File: src/verilog/fpes_pkg.sv
// Package of timing constants and encodings for the flash program/erase host controller.
package fpes_pkg;

  // ---------------------------------------------------------------------------
  // Clock
  // ---------------------------------------------------------------------------
  localparam int CLK_PERIOD_NS = 40;

  // ---------------------------------------------------------------------------
  // Bus timing figures, in their own units
  // ---------------------------------------------------------------------------
  localparam int WRITE_CYCLE_NS    = 70;
  localparam int WRITE_PULSE_NS    = 30;
  localparam int WRITE_HIGH_NS     = 30;
  localparam int OE_HIGH_POLL_NS   = 20;
  localparam int ADDR_SETUP_OE_NS  = 12;
  localparam int READ_ACCESS_NS    = 70;
  localparam int UNPROT_SETUP_US   = 4;
  localparam int UNPROT_HOLD_US    = 4;
  localparam int PROGRAM_MAX_US    = 80;
  localparam int ERASE_MAX_MS      = 5000;

  function automatic int fpes_cycles_min(input int ns);
    int c;
    c = (ns + CLK_PERIOD_NS - 1) / CLK_PERIOD_NS;
    return (c < 1) ? 1 : c;
  endfunction

  // ---------------------------------------------------------------------------
  // Cycle counts derived from the figures
  // ---------------------------------------------------------------------------
  localparam int WP_CYC        = fpes_cycles_min(WRITE_PULSE_NS);
  localparam int WPH_CYC0      = fpes_cycles_min(WRITE_HIGH_NS);
  localparam int WC_REST       = fpes_cycles_min(WRITE_CYCLE_NS) - WP_CYC;
  localparam int WPH_CYC       = (WPH_CYC0 > WC_REST) ? WPH_CYC0 : WC_REST;
  localparam int OEPH_CYC      = fpes_cycles_min(OE_HIGH_POLL_NS);
  localparam int ASO_CYC       = fpes_cycles_min(ADDR_SETUP_OE_NS);
  localparam int RD_CYC        = fpes_cycles_min(READ_ACCESS_NS) + 1;
  localparam int RSP_CYC       = fpes_cycles_min(UNPROT_SETUP_US * 1000);
  localparam int RRB_CYC       = fpes_cycles_min(UNPROT_HOLD_US * 1000);
  localparam int PROG_TO_CYC   = fpes_cycles_min(PROGRAM_MAX_US * 1000);
  localparam int ERASE_TO_CYC  = ERASE_MAX_MS * (1000000 / CLK_PERIOD_NS);

  // ---------------------------------------------------------------------------
  // Field positions and encodings
  // ---------------------------------------------------------------------------
  localparam int ADDR_W          = 21;
  localparam int DATA_W          = 16;
  localparam int POLL_BIT        = 7;
  localparam int TOGGLE_BIT      = 6;
  localparam int ADDR_BIT_SIX    = 6;
  localparam int ADDR_BIT_ONE    = 1;
  localparam int ADDR_BIT_ZERO   = 0;
  localparam int TMO_W           = 32;

  typedef enum logic [1:0]
  {
    FPES_OP_WRITE = 2'h0,
    FPES_OP_READ  = 2'h1,
    FPES_OP_POLL  = 2'h2,
    FPES_OP_PROT  = 2'h3
  } fpes_op_type;

endpackage

File: src/verilog/fpes_tmr_if.sv
// Interface carrying the timer load and expiry between controller and timer.
`timescale 1ns/1ps
`default_nettype none
interface fpes_tmr_if;
  logic                       load;
  logic [fpes_pkg::TMO_W-1:0] value;
  logic                       expired;
  modport ctrl  (output load, output value, input expired);
  modport timer (input load, input value, output expired);
endinterface
`default_nettype wire

File: src/verilog/fpes_timer.sv
// Down-counting timer used for bus phases and settle times; operation timeouts use the host's own tmo_cnt.
`timescale 1ns/1ps
`default_nettype none
module fpes_timer
(
  input  wire logic       sys_clk,
  input  wire logic       rst,
  fpes_tmr_if.timer       tmr
);
  logic [fpes_pkg::TMO_W-1:0] count;

  always_ff @(posedge sys_clk or posedge rst)
  begin
    if (rst)
      count <= '0;
    else if (tmr.load)
      count <= tmr.value;
    else if (count != '0)
      count <= count - 1'b1;
  end

  // Expiry looks at the count alone, so a phase may reload from its own expiry without a loop.
  assign tmr.expired = (count == '0);
endmodule
`default_nettype wire

File: src/verilog/fpes_host.sv
// Host controller that drives an asynchronous parallel flash bus for write, read and status polling.
// Notes on behaviour
// - A new write may start as soon as ready/busy shows ready.
// - Hold reset elevated at least 4 us before first unprotect write.
// - Keep reset elevated at least 4 us after ready returns when leaving.
// - Successive status reads by output gate flip the toggle bit.
// - Protect cycles drive address bit one high, bit zero low, bit six per mode.
// - Output gate stays high at least 20 ns between status reads.
// - Address is presented at least 12 ns before output gate goes low.
// - Each write cycle lasts at least 70 ns.
// - Write strobe low and high each at least 30 ns.
// - Chip select high between chip-select-controlled pulses at least 30 ns.
`timescale 1ns/1ps
`default_nettype none
module fpes_host
(
  input  wire logic                          sys_clk,
  input  wire logic                          rst,
  input  wire logic                          cmd_valid,
  output logic                               cmd_ready,
  input  wire fpes_pkg::fpes_op_type         cmd_op,
  input  wire logic [fpes_pkg::ADDR_W-1:0]   cmd_addr,
  input  wire logic [fpes_pkg::DATA_W-1:0]   cmd_data,
  input  wire logic                          cmd_erase,
  input  wire logic                          cmd_unprotect,
  input  wire logic                          cmd_use_ce,
  input  wire logic                          unprot_req,
  output logic                               done,
  output logic                               timeout,
  output logic [fpes_pkg::DATA_W-1:0]        rd_data,
  output logic                               unprot_active,
  output logic [fpes_pkg::ADDR_W-1:0]        flash_addr,
  input  wire logic [fpes_pkg::DATA_W-1:0]   flash_dq_in,
  output logic [fpes_pkg::DATA_W-1:0]        flash_dq_out,
  output logic                               flash_dq_oe_n,
  output logic                               flash_ce_n,
  output logic                               flash_oe_n,
  output logic                               flash_we_n,
  output logic                               flash_reset_hv,
  input  wire logic                          ready_busy_indicator
);

  // ---------------------------------------------------------------------------
  // State machine
  // ---------------------------------------------------------------------------
  typedef enum logic [9:0]
  {
    S_IDLE   = 10'h001,
    S_WLOW   = 10'h002,
    S_WHIGH  = 10'h004,
    S_ASET   = 10'h008,
    S_RLOW   = 10'h010,
    S_RHIGH  = 10'h020,
    S_UPSET  = 10'h040,
    S_UPHOLD = 10'h080,
    S_UPWAIT = 10'h100,
    S_FINISH = 10'h200
  } fpes_state_type;

  fpes_state_type state;
  fpes_pkg::fpes_op_type op;
  logic           poll_first;
  logic           last_toggle;
  logic           use_ce;
  logic           tmo_armed;
  logic [fpes_pkg::TMO_W-1:0] tmo_cnt;

  fpes_tmr_if tmr ();

  fpes_timer u_timer
  (
    .sys_clk (sys_clk),
    .rst     (rst),
    .tmr     (tmr)
  );

  function automatic logic [fpes_pkg::TMO_W-1:0] fpes_ld(input int cyc);
    return fpes_pkg::TMO_W'(cyc - 1);
  endfunction

  assign cmd_ready     = (state == S_IDLE) && ready_busy_indicator;
  assign unprot_active = flash_reset_hv;

  // ---------------------------------------------------------------------------
  // Sequencing
  // ---------------------------------------------------------------------------
  always_ff @(posedge sys_clk or posedge rst)
  begin
    if (rst)
    begin
      state <= S_IDLE;
      op    <= fpes_pkg::FPES_OP_WRITE;
    end
    else
    begin
      unique case (state)
        S_IDLE:
        begin
          if (unprot_req && !flash_reset_hv)
            state <= S_UPSET;
          else if (!unprot_req && flash_reset_hv && ready_busy_indicator)
            state <= S_UPHOLD;
          else if (cmd_valid && cmd_ready)
          begin
            op <= cmd_op;
            if (cmd_op == fpes_pkg::FPES_OP_WRITE || cmd_op == fpes_pkg::FPES_OP_PROT)
              state <= S_WLOW;
            else
              state <= S_ASET;
          end
        end
        S_WLOW:   if (tmr.expired) state <= S_WHIGH;
        S_WHIGH:  if (tmr.expired) state <= S_FINISH;
        S_ASET:   if (tmr.expired) state <= S_RLOW;
        S_RLOW:   if (tmr.expired) state <= S_RHIGH;
        S_RHIGH:
        begin
          if (tmr.expired)
          begin
            if (op != fpes_pkg::FPES_OP_POLL || poll_first)
              state <= S_ASET;
            else if (flash_dq_in[fpes_pkg::TOGGLE_BIT] == last_toggle || timeout)
              state <= S_FINISH;
            else
              state <= S_ASET;
          end
        end
        S_UPSET:  if (tmr.expired) state <= S_FINISH;
        S_UPHOLD: if (tmr.expired) state <= S_FINISH;
        S_UPWAIT: state <= S_FINISH;
        S_FINISH: state <= S_IDLE;
        default:  state <= S_IDLE;
      endcase
      if (state == S_RHIGH && tmr.expired && op == fpes_pkg::FPES_OP_READ)
        state <= S_FINISH;
    end
  end

  // ---------------------------------------------------------------------------
  // Phase timer loads
  // ---------------------------------------------------------------------------
  always_comb
  begin
    tmr.load  = 1'b0;
    tmr.value = '0;
    unique case (state)
      S_IDLE:
      begin
        if (unprot_req && !flash_reset_hv)
        begin
          tmr.load  = 1'b1;
          tmr.value = fpes_ld(fpes_pkg::RSP_CYC);
        end
        else if (!unprot_req && flash_reset_hv && ready_busy_indicator)
        begin
          tmr.load  = 1'b1;
          tmr.value = fpes_ld(fpes_pkg::RRB_CYC);
        end
        else if (cmd_valid && cmd_ready)
        begin
          tmr.load  = 1'b1;
          if (cmd_op == fpes_pkg::FPES_OP_WRITE || cmd_op == fpes_pkg::FPES_OP_PROT)
            tmr.value = fpes_ld(fpes_pkg::WP_CYC);
          else
            tmr.value = fpes_ld(fpes_pkg::ASO_CYC);
        end
      end
      S_WLOW:
      begin
        tmr.load  = tmr.expired;
        tmr.value = fpes_ld(fpes_pkg::WPH_CYC);
      end
      S_ASET:
      begin
        tmr.load  = tmr.expired;
        tmr.value = fpes_ld(fpes_pkg::RD_CYC);
      end
      S_RLOW:
      begin
        tmr.load  = tmr.expired;
        tmr.value = fpes_ld(fpes_pkg::OEPH_CYC);
      end
      S_RHIGH:
      begin
        tmr.load  = tmr.expired;
        tmr.value = fpes_ld(fpes_pkg::ASO_CYC);
      end
      default:
      begin
        tmr.load  = 1'b0;
        tmr.value = '0;
      end
    endcase
  end

  // ---------------------------------------------------------------------------
  // Bus pins
  // ---------------------------------------------------------------------------
  always_ff @(posedge sys_clk or posedge rst)
  begin
    if (rst)
    begin
      flash_addr    <= '0;
      flash_dq_out  <= '0;
      use_ce        <= 1'b0;
    end
    else if (state == S_IDLE && cmd_valid && cmd_ready)
    begin
      flash_addr   <= cmd_addr;
      flash_dq_out <= cmd_data;
      use_ce       <= cmd_use_ce;
      if (cmd_op == fpes_pkg::FPES_OP_PROT)
      begin
        flash_addr[fpes_pkg::ADDR_BIT_ONE]  <= 1'b1;
        flash_addr[fpes_pkg::ADDR_BIT_ZERO] <= 1'b0;
        flash_addr[fpes_pkg::ADDR_BIT_SIX]  <= cmd_unprotect;
      end
    end
  end

  always_ff @(posedge sys_clk or posedge rst)
  begin
    if (rst)
    begin
      flash_ce_n    <= 1'b1;
      flash_we_n    <= 1'b1;
      flash_oe_n    <= 1'b1;
      flash_dq_oe_n <= 1'b1;
    end
    else
    begin
      // The strobe that is not pulsing is held low so that the other one times the cycle.
      flash_dq_oe_n <= !(state == S_WLOW || state == S_WHIGH);
      flash_we_n    <= !(state == S_WLOW && !use_ce) && !((state == S_WLOW || state == S_WHIGH) && use_ce);
      flash_ce_n    <= !(state == S_ASET || state == S_RLOW || state == S_RHIGH
                         || (state == S_WLOW) || (state == S_WHIGH && !use_ce));
      flash_oe_n    <= !(state == S_RLOW);
    end
  end

  // ---------------------------------------------------------------------------
  // Status capture and results
  // ---------------------------------------------------------------------------
  always_ff @(posedge sys_clk or posedge rst)
  begin
    if (rst)
    begin
      rd_data     <= '0;
      last_toggle <= 1'b0;
      poll_first  <= 1'b0;
    end
    else if (state == S_IDLE)
      poll_first <= 1'b1;
    else if (state == S_RHIGH && tmr.expired)
    begin
      rd_data     <= flash_dq_in;
      last_toggle <= flash_dq_in[fpes_pkg::TOGGLE_BIT];
      poll_first  <= 1'b0;
    end
  end

  // Timeout covers the whole poll; the longer erase bound is used when requested.
  always_ff @(posedge sys_clk or posedge rst)
  begin
    if (rst)
    begin
      tmo_cnt   <= '0;
      tmo_armed <= 1'b0;
      timeout   <= 1'b0;
    end
    else if (state == S_IDLE && cmd_valid && cmd_ready)
    begin
      tmo_cnt   <= cmd_erase ? fpes_pkg::TMO_W'(fpes_pkg::ERASE_TO_CYC)
                             : fpes_pkg::TMO_W'(fpes_pkg::PROG_TO_CYC);
      tmo_armed <= (cmd_op == fpes_pkg::FPES_OP_POLL);
      timeout   <= 1'b0;
    end
    else if (tmo_armed && tmo_cnt != '0)
      tmo_cnt <= tmo_cnt - 1'b1;
    else if (tmo_armed)
    begin
      timeout   <= 1'b1;
      tmo_armed <= 1'b0;
    end
  end

  always_ff @(posedge sys_clk or posedge rst)
  begin
    if (rst)
      done <= 1'b0;
    else
      done <= (state == S_FINISH);
  end

  always_ff @(posedge sys_clk or posedge rst)
  begin
    if (rst)
      flash_reset_hv <= 1'b0;
    else if (state == S_UPSET)
      flash_reset_hv <= 1'b1;
    else if (state == S_UPHOLD && tmr.expired)
      flash_reset_hv <= 1'b0;
  end

  // ---------------------------------------------------------------------------
  // Checks
  // ---------------------------------------------------------------------------
  logic [7:0] oeh_cnt;
  always_ff @(posedge sys_clk or posedge rst)
  begin
    if (rst)
      oeh_cnt <= 8'hFF;
    else if (!flash_oe_n)
      oeh_cnt <= 8'h00;
    else if (oeh_cnt != 8'hFF)
      oeh_cnt <= oeh_cnt + 8'h01;
  end

  oe_gap_a: assert property (@(posedge sys_clk) disable iff (rst)
    $fell(flash_oe_n) |-> $past(oeh_cnt) >= 8'h01)
    else $error("output gate high too short");
  we_pulse_a: assert property (@(posedge sys_clk) disable iff (rst)
    $rose(flash_we_n) |=> flash_we_n)
    else $error("write strobe high too short");
  prot_addr_a: assert property (@(posedge sys_clk) disable iff (rst)
    (op == fpes_pkg::FPES_OP_PROT && state == S_WLOW) |->
      flash_addr[fpes_pkg::ADDR_BIT_ONE] && !flash_addr[fpes_pkg::ADDR_BIT_ZERO])
    else $error("protect address encoding wrong");
  start_ready_a: assert property (@(posedge sys_clk) disable iff (rst)
    $fell(flash_ce_n) |-> $past(ready_busy_indicator, 2))
    else $error("command taken while busy");
  done_pulse_a: assert property (@(posedge sys_clk) disable iff (rst)
    $past(state) == S_FINISH |-> done)
    else $error("done not pulsed after finish");
  addr_setup_a: assert property (@(posedge sys_clk) disable iff (rst)
    $fell(flash_oe_n) |-> $stable(flash_addr))
    else $error("address changed at output gate fall");

endmodule
`default_nettype wire

File: config.mk
export PLATFORM = sky130hd
export DESIGN_NAME = fpes_host
export DESIGN_NICKNAME = d
export VERILOG_FILES = /design/src/verilog/fpes_pkg.sv /design/src/verilog/fpes_tmr_if.sv /design/src/verilog/fpes_timer.sv /design/src/verilog/fpes_host.sv
export SDC_FILE = /design/constraint.sdc
export NUM_CORES = 1
export LEC_CHECK = 0
export BUFFER_PORTS_ARGS = -buffer_cell sky130_fd_sc_hd__buf_4
export CAP_MARGIN = 20
export CORE_ASPECT_RATIO = 1.2
export CORE_MARGIN = 1.5
export CORE_UTILIZATION = 41
export CTS_CLUSTER_DIAMETER = 40
export DETAILED_ROUTE_END_ITERATION = 10
export SLEW_MARGIN = 20
export SYNTH_ARGS = -nofsm -noshare
export SYNTH_HDL_FRONTEND = slang
export SYNTH_SLANG_ARGS = --single-unit
export TNS_END_PERCENT = 20
File: constraint.sdc
create_clock -name sys_clk -period 5.8 [get_ports sys_clk]
set_clock_uncertainty 0.2 [all_clocks]
set_input_delay 1.16 -clock sys_clk [delete_from_list [all_inputs] [get_ports sys_clk]]
set_output_delay 1.16 -clock sys_clk [all_outputs]
set_load 0.1 [all_outputs]
# --- Yosys cells after proc, flatten, opt, wreduce, memory -nomap -nowiden ---
# Cells that the tools add are included.
classes:
  addsub: 2
  mux: 36
  n_eq_ne: 22
  reduce_logical: 46
  bitwise_logic: 3
ops:
  columns: ["cell", "n"]
  rows:
  - ["32-bit 2-to-1 mux", 4]
  - ["10-bit 2-to-1 mux", 11]
  - ["10-bit case mux with 7 select lines", 1]
  - ["32-bit case mux with 2 select lines", 1]
  - ["32-bit nonzero test", 2]
  - ["32-bit by 1-bit subtractor with 32-bit output, second input constant", 2]
  - ["32-bit logical NOT", 1]
  - ["27-bit 2-to-1 mux", 1]
  - ["1-bit logical AND", 15]
  - ["7-bit 2-to-1 mux", 2]
  - ["1-bit 2-to-1 mux", 13]
  - ["3-bit inequality test, second input constant", 4]
  - ["10-bit by 1-bit == test with 1-bit output, second input constant", 1]
  - ["10-bit == test, second input constant", 1]
  - ["10-bit by 2-bit == test with 1-bit output, second input constant", 1]
  - ["10-bit by 3-bit == test with 1-bit output, second input constant", 1]
  - ["10-bit by 4-bit == test with 1-bit output, second input constant", 1]
  - ["10-bit by 5-bit == test with 1-bit output, second input constant", 1]
  - ["10-bit by 6-bit == test with 1-bit output, second input constant", 1]
  - ["10-bit by 7-bit == test with 1-bit output, second input constant", 1]
  - ["10-bit by 8-bit == test with 1-bit output, second input constant", 1]
  - ["10-bit by 9-bit == test with 1-bit output, second input constant", 1]
  - ["2-bit nonzero test", 5]
  - ["1-bit logical NOT", 8]
  - ["17 further kinds", 29]
totals:
  register_bits: 140
  elab_cells: 127
  out_inout_bits: 62
  inputBits: 63

# --- Depth between registers and ports, before layout ---
# Gate-level depths: netlist of the first run.
logic_depth:
  depth_word: 8
  depth_mapped: 9
  ltp_nobuf: 8

# --- Hierarchy ---
# A second synthesis of the first run with hierarchy kept.
hier_totals:
  cells_unflattened: 691
  area_unflattened_um2: 6685.2
modules_own_cells:
  columns: ["module", "seq_area_each_um2", "cells_per_inst", "area_per_inst_um2", "instances"]
  rows:
  - ["fpes_host", 2658.8, 483, 4804.6, 1]
  - ["fpes_timer", 800.8, 208, 1880.6, 1]

# --- Worst setup path before layout of the first run ---
# No wires, ideal clock.
synth_path:
  path_type: "register -> output"
  from: "register state[4]"
  to: "output port cmd_ready"
  required_time_ns: 4.440
  path_stages_with_launch: 5
  slack_ns: 1.805
  arrival_ns: 2.635
  path_buffers: 1
  path_cell_list: "dfrtp_1 clkbuf_1 nor4_1 nand3_1 nor2_1"
synth_via:
  elab_chain_len: 2
synth_lines:
  columns: ["element", "line", "text"]
  rows:
  - ["start: declaration", "fpes_host.sv:60", "fpes_state_type state;"]
  - ["start signal: assignment", "fpes_host.sv:91", "state <= S_IDLE;"]
  - ["start signal: assignment", "fpes_host.sv:100", "state <= S_UPSET;"]
  - ["start signal: assignment", "fpes_host.sv:102", "state <= S_UPHOLD;"]
  - ["10-bit by 1-bit == test with 1-bit output", "fpes_host.sv:81", "assign cmd_ready = (state == S_IDLE) && ready_busy_indicator;"]
  - ["1-bit logical AND", "fpes_host.sv:81", null]
  - ["end: declaration", "fpes_host.sv:20", "output logic cmd_ready,"]
# Every way passes these cells.

# --- Worst setup path after layout of the first run ---
# Same ends and word-level chain as after synthesis.

==> flow_metrics.py, run 1 <==
metrics = {
    "clocking": {
        "post_cts_resized": 0,
        "ctsHoldBuffers": 0,
        "cts_max_level": 4,
        "clkSlewWorstSetupHoldPaths_ps": 60,
        "clock_latency_ps": 430,
        "root_buffer": "clkbuf_16",
        "clock_sinks": 138,
        "cts_buffers": 17,
        "cts_tree": "done",
        "cts_buffer_depth": 2,
        "cts_setup_buffers": 0,
    },
    "worst_hold_path": {
        "min_path_cells": 1,
        "holdCritPathClass": "flop to flop",
    },
    "timing": {
        "setup_ws_ps": 1990,
        "fin_crit_sh_pct": 65.7,
        "rsz0062_at_grt": "no",
        "finalSetupViolCount": 0,
        "timing.fmax_mhz": 262,
        "max_slew_margin_pct": 38.3,
        "fin_crit_ps": 3810,
        "finalHoldViolCount": 0,
        "final.setup.tns_ps": 0,
        "worst_pin_slew_ps": 926,
        "worst_hold_slack_ps": 256,
        "slew_viol_final": 0,
    },
    "logic_synthesis": {
        "synth_nets": 723,
        "async_reset_ff_share_pct": 100,
        "synth-seq-cells": 138,
        "seq_area_frac_synth_pct": 53.9,
        "synth_ff_type": "dfrtp_1",
        "syn_avg_cell_area_um2": 9.81,
        "yosysWarnings": 0,
        "yosysUniqueCellTypes": 49,
        "netlist_instances": 654,
        "synth_enable_flop_cells": 0,
        "syn_area_um2": 6410,
    },
    "route": {
        "vias_per_cell": 5.14,
        "firstDrtPassIters": 4,
        "drcViolationCount": 0,
        "drt-total-wl_um": 14900,
        "vias": 5096,
        "ant_nets": 0,
        "drt_iter0_drc": 250,
        "wl_per_cell_um": 15.1,
    },
    "power": {
        "seq_power_share_pct": 30.6,
        "p_clk_share_pct": 20.0,
        "cellLeakagePower_nw": 3.73,
        "p_int_w": 0.00258,
        "power.share.combinational_pct": 49.4,
        "swShare_pct": 50.3,
        "ir_worst_vdd_mv": 0.460,
        "p_sw_w": 0.00261,
        "power_density_nw_per_um2": 643,
    },
    "critical_path": {
        "crit_fanout": 7,
        "path_class": "flop to output port",
        "critPathCaptureType": "output port",
        "arrival_ps": 2450,
        "r2r_cells": 6,
        "worstPathRequired_ps": 4440,
        "cp-start-kind": "flop",
    },
    "job": {
        "maxCapViolations": 0,
    },
    "die": {
        "coreArea_um2": 15100,
        "placement_rows": 49,
        "die-area_um2": 16400,
        "die_x_um": 117,
        "start_util_pct": 42.4,
        "io_pins": 125,
        "die_y_um": 140,
    },
    "layout": {
        "multi_input_area_um2": 2800,
        "finalNetCount": 844,
        "antennaDiodeCount": 0,
        "layout_common_cells": "dfrtp_1, nand2_1, buf_4",
        "finalCoreUtilization_pct": 53.4,
        "syn2layout_area_growth_pct": 26.1,
        "layout-drive-gt1-share_pct": 22.8,
        "regArea_um2": 3460,
        "fillers": 1370,
        "finalInstanceArea_um2": 8090,
        "final_common_cell": "dfrtp_1",
    },
    "place": {
        "gp_congestion": 0.830,
        "place_area_um2": 7510,
        "portBuffers": 124,
        "hpwl_um": 10200,
        "place_ws_ps": 2200,
    },
    "global_route": {
        "globalRouteTotalUtil_pct": 19.7,
        "grt_pass1_wl_um": 25200,
        "grt_overflow": 0,
        "grt_max_degree": 104,
        "antenna_found_initial": 0,
        "grt_pass1_vias": 5201,
    },
    "run_status": {
        "outcome": "finished clean",
    },
}
## area by class of cell
type                            instances  area share, %
Clock buffer                           17           5.26
Sequential cell                       138           42.8
Clock inverter                         15           1.75
Multi-Input combinational cell        480           34.6
Tap cell                              204           3.16
Timing Repair Buffer                  128           11.9
Inverter                               10          0.526
## worst paths after layout
kind | endpoint | startpoint | slack [ps]
max | cmd_ready | state[4] | 1990
min | flash_we_n | use_ce | 260
max reg2reg | u_timer.count[1] | u_timer.count[14] | 2510
min reg2reg | flash_we_n | use_ce | 260
max in group asynchronous | flash_oe_n | rst | 3660
min in group asynchronous | rd_data[4] | rst | 730
## state kept, by name (all words and copies together), names as in the netlist, 2 cells and up
| name | cells |
|---|---|
| flash_dq_out | 16 |
| state | 9 |
| op | 2 |
| flash_addr | 21 |
| rd_data | 16 |
| tmo_cnt | 32 |
| u_timer.count | 32 |
## stage by stage
| step | power [W] | cells |
|---|---|---|
| 2_1_floorplan | 0.00362 | 654 |
| 3_3_place_gp | 0.00412 | 960 |
| 3_5_place_dp | 0.00416 | 960 |
| 4_1_cts | 0.00523 | 992 |
| 5_1_grt | 0.00551 | 992 |
| 6_report | 0.00520 | 992 |
## per-layer routing
layer / vias to the layer above / wire length, um / track usage [%]
li1: 2494 / - / -
met1: 2466 / 6620 / 25.2
met2: 118 / 7270 / 31.0
met3: 18 / 812 / 6.40
met4: 0 / 242 / 7.23
met5: - / 0 / 0
## kinds of logic (layout without fill, tap and decap cells)
group                    after synthesis  in the layout  synth area share (%)
XOR/XNOR                              55             55                  7.51
multiplexers                          21             21                  3.75
AND/OR/NAND/NOR                      328            328                  24.3
buffers and inverters                 36            170                  2.50
flip-flops                           138            138                  53.9
AO/OA/AOI/OAI                         70             70                  6.79
adder cells (fa/ha/maj)                6              6                  1.17
## synth_stat cells, drive strengths merged (5+ instances only)
library cell,number,area share (%)
nand3,18,1.4
clkbuf,15,0.88
xnor2,30,4.1
nand4b,8,1.1
or4,8,1.1
xor2,25,3.4
nand2,130,7.6
inv,10,0.59
dfrtp,133,52
and3,7,0.68
ha,6,1.2
nor2,68,4.0
mux2,18,3.3
nand2b,5,0.49
buf,11,1.0
dfstp,5,2.0
nor4,20,2.0
a21oi,28,2.2
o21ai,14,1.1
nor2b,5,0.49
nand4,6,0.59
or3,12,1.2
nor3,26,2.0
## power by group through the flow
stage,sequential [W],combinational [W],clock [W]
after detailed placement,0.00160,0.00256,0
final,0.00159,0.00257,0.00104
after floorplan,0.00250,0.00111,0
after global routing,0.00165,0.00276,0.00111
after CTS,0.00159,0.00257,0.00106
after global placement,0.00159,0.00253,0
## critical path, cell delays in order, from the launching register on
cell and delay (ps):
dfrtp_1 450, nor4_1 730, nand3_1 290, nor2_1 220, buf_4 330
Power figures use the tool's default switching activity.
==> inputs of run 2 (changes only) <==
clock period = 3.2 ns   (was 5.8 ns; I/O delays follow)
==> run 2 against run 1 <==
Die area stayed put; clock power is 98% higher; design area is 2.1% higher; hold slack worse by 95 ps; worst setup slack worse by 1800 ps; non-clock buffer count is 13 higher; largest cell class unchanged; sequential power is 82% higher; sequential share of layout area is 0.87 points lower; core utilization is 1.1 points higher; highest routed layer unchanged; flip-flop and latch count stayed put.
==> flow_metrics.py, run 2 (synthesis results as in run 1) <==
metrics = {
    "route": {
        "firstDrtPassIters": 4,
        "drcViolationCount": 0,
        "drt-total-wl_um": 14900,
        "vias_per_cell": 5.13,
        "ant_nets": 0,
        "wl_per_cell_um": 14.8,
        "vias": 5157,
        "drt_iter0_drc": 196,
    },
    "job": {
        "maxCapViolations": 0,
    },
    "timing": {
        "fin_crit_ps": 3000,
        "slew_viol_final": 0,
        "worst_hold_slack_ps": 161,
        "finalSetupViolCount": 0,
        "rsz0062_at_grt": "no",
        "setup_ws_ps": 201,
        "max_slew_margin_pct": 27.7,
        "worst_pin_slew_ps": 1070,
        "fin_crit_sh_pct": 93.7,
        "finalHoldViolCount": 0,
        "timing.fmax_mhz": 333,
    },
    "clocking": {
        "cts_buffers": 17,
        "cts_max_level": 4,
        "clock_latency_ps": 420,
        "post_cts_resized": 0,
        "ctsHoldBuffers": 0,
        "cts_buffer_depth": 2,
        "cts_setup_buffers": 0,
        "clock_sinks": 138,
        "clkSlewWorstSetupHoldPaths_ps": 60,
        "root_buffer": "clkbuf_16",
        "cts_tree": "done",
    },
    "layout": {
        "final_cells": 1005,
        "finalNetCount": 857,
        "finalInstanceArea_um2": 8250,
        "layout-drive-gt1-share_pct": 23.7,
        "final_common_cell": "buf_4",
        "fillers": 1389,
        "layout_common_cells": "buf_4, dfrtp_1, nand2_1",
        "antennaDiodeCount": 0,
        "reg.largest.list": "tmo_cnt x32, u_timer.count x32, flash_addr x21",
        "syn2layout_area_growth_pct": 28.7,
    },
    "place": {
        "gp_congestion": 0.857,
        "portBuffers": 124,
        "place_ws_ps": 201,
        "hpwl_um": 10700,
        "placed_cells_incl_taps": 973,
        "place_area_um2": 7630,
    },
    "power": {
        "p_int_w": 0.00501,
        "ir_worst_vdd_mv": 0.976,
        "swShare_pct": 48.4,
        "cellLeakagePower_nw": 3.83,
        "p_sw_w": 0.00469,
        "fin_total_pwr_w": 0.00970,
        "seq_power_share_pct": 29.8,
        "power.share.combinational_pct": 48.9,
        "power_density_nw_per_um2": 1180,
        "p_clk_share_pct": 21.3,
    },
    "critical_path": {
        "path_class": "flop to flop",
        "arrival_ps": 3100,
        "r2r-start": "u_timer.count[6]",
        "crit_fanout": 13,
        "cp-start-kind": "flop",
        "worstPathRequired_ps": 3300,
        "r2r_cells": 5,
        "critPathCaptureType": "flop",
        "crit_end": "state[3]",
        "ff2ff_setup_slack_ps": 200,
        "crit_path_start": "u_timer.count[6]",
        "rr_endpoint": "state[3]",
    },
    "die": {
        "die-area_um2": 16400,
        "die_x_um": 117,
        "placement_rows": 49,
        "coreArea_um2": 15100,
        "start_util_pct": 42.4,
        "die_y_um": 140,
        "io_pins": 125,
    },
    "global_route": {
        "grt_pass1_wl_um": 25200,
        "grt_pass1_vias": 5222,
        "use_met2_pct": 31.2,
        "grt_overflow": 0,
        "grt_most_used_layer": "met2",
        "antenna_found_initial": 0,
        "met1_usage_pct": 25.2,
        "grt_max_degree": 53,
        "globalRouteTotalUtil_pct": 19.4,
        "gr-usage-met3_pct": 5.28,
    },
    "run_status": {
        "outcome": "finished clean",
    },
    "worst_hold_path": {
        "holdCritPathClass": "input pin to async pin",
    },
}
==> run 2: cell count changes in the layout (fill, tap and decap cells not counted), moves of 2 or more <==
cell        change
buf_12          +2
clkinvlp_4      -2
inv_6           -6
clkbuf_1        +3
buf_4          +11
bufinv_16       +3
==> run 2: worst min-delay path by stage <==
stage / startpoint / depth (start not counted) / endpoint / slack, ps
global route: rst / 2 / u_timer.count[3] / 210
CTS: rst / 2 / u_timer.count[3] / 170
global placement: use_ce / 1 / flash_we_n / 250
finish: rst / 2 / u_timer.count[3] / 160
floorplan: use_ce / 1 / flash_we_n / 210
detailed placement: flash_dq_out[7] / 2 / flash_dq_out[7] / 260
==> run 2: layout make-up <==
| type | count | area (um^2) | share of cell area [%] |
|---|---|---|---|
| sequential | 138 | 3460 | 41.9 |
| multi-input combinational | 480 | 2790 | 33.8 |
| timing repair buffer | 141 | 1080 | 13.1 |
| clock buffer | 21 | 450 | 5.46 |
| tap | 204 | 255 | 3.09 |
| clock inverter | 11 | 170 | 2.06 |
| inverter | 10 | 41.3 | 0.500 |
==> run 2: power by group through the flow <==
stage | sequential [W] | combinational, W | clock (W)
floorplan | 0.00454 | 0.00202 | 0
global placement | 0.00288 | 0.00469 | 0
detailed placement | 0.00291 | 0.00476 | 0
CTS | 0.00289 | 0.00477 | 0.00211
global route | 0.00299 | 0.00511 | 0.00217
finish | 0.00289 | 0.00475 | 0.00206
==> run 2: through the flow <==
step / utilization, % / setup TNS, ps
2_1_floorplan: - / -9920
3_3_place_gp: 50.4 / 0
3_5_place_dp: 50.4 / 0
4_1_cts: 54.5 / 0
5_1_grt: 54.5 / 0
6_report: 54.5 / 0
==> run 2: per-layer routing <==
| layer | vias up | wire length [um] | share of wire [%] |
|---|---|---|---|
| li1 | 2511 | - | - |
| met2 | 111 | 7280 | 49 |
| met5 | - | 0 | 0 |
| met3 | 14 | 765 | 5.1 |
| met1 | 2521 | 6650 | 45 |
| met4 | 0 | 227 | 1.5 |
==> run 2: critical path, cell delays in order (launching register included) <==
cell     delay [ps]
dfrtp_1         410
or4_1           590
or3_1           380
or4_4           660
a21bo_1         320
mux2_4          330
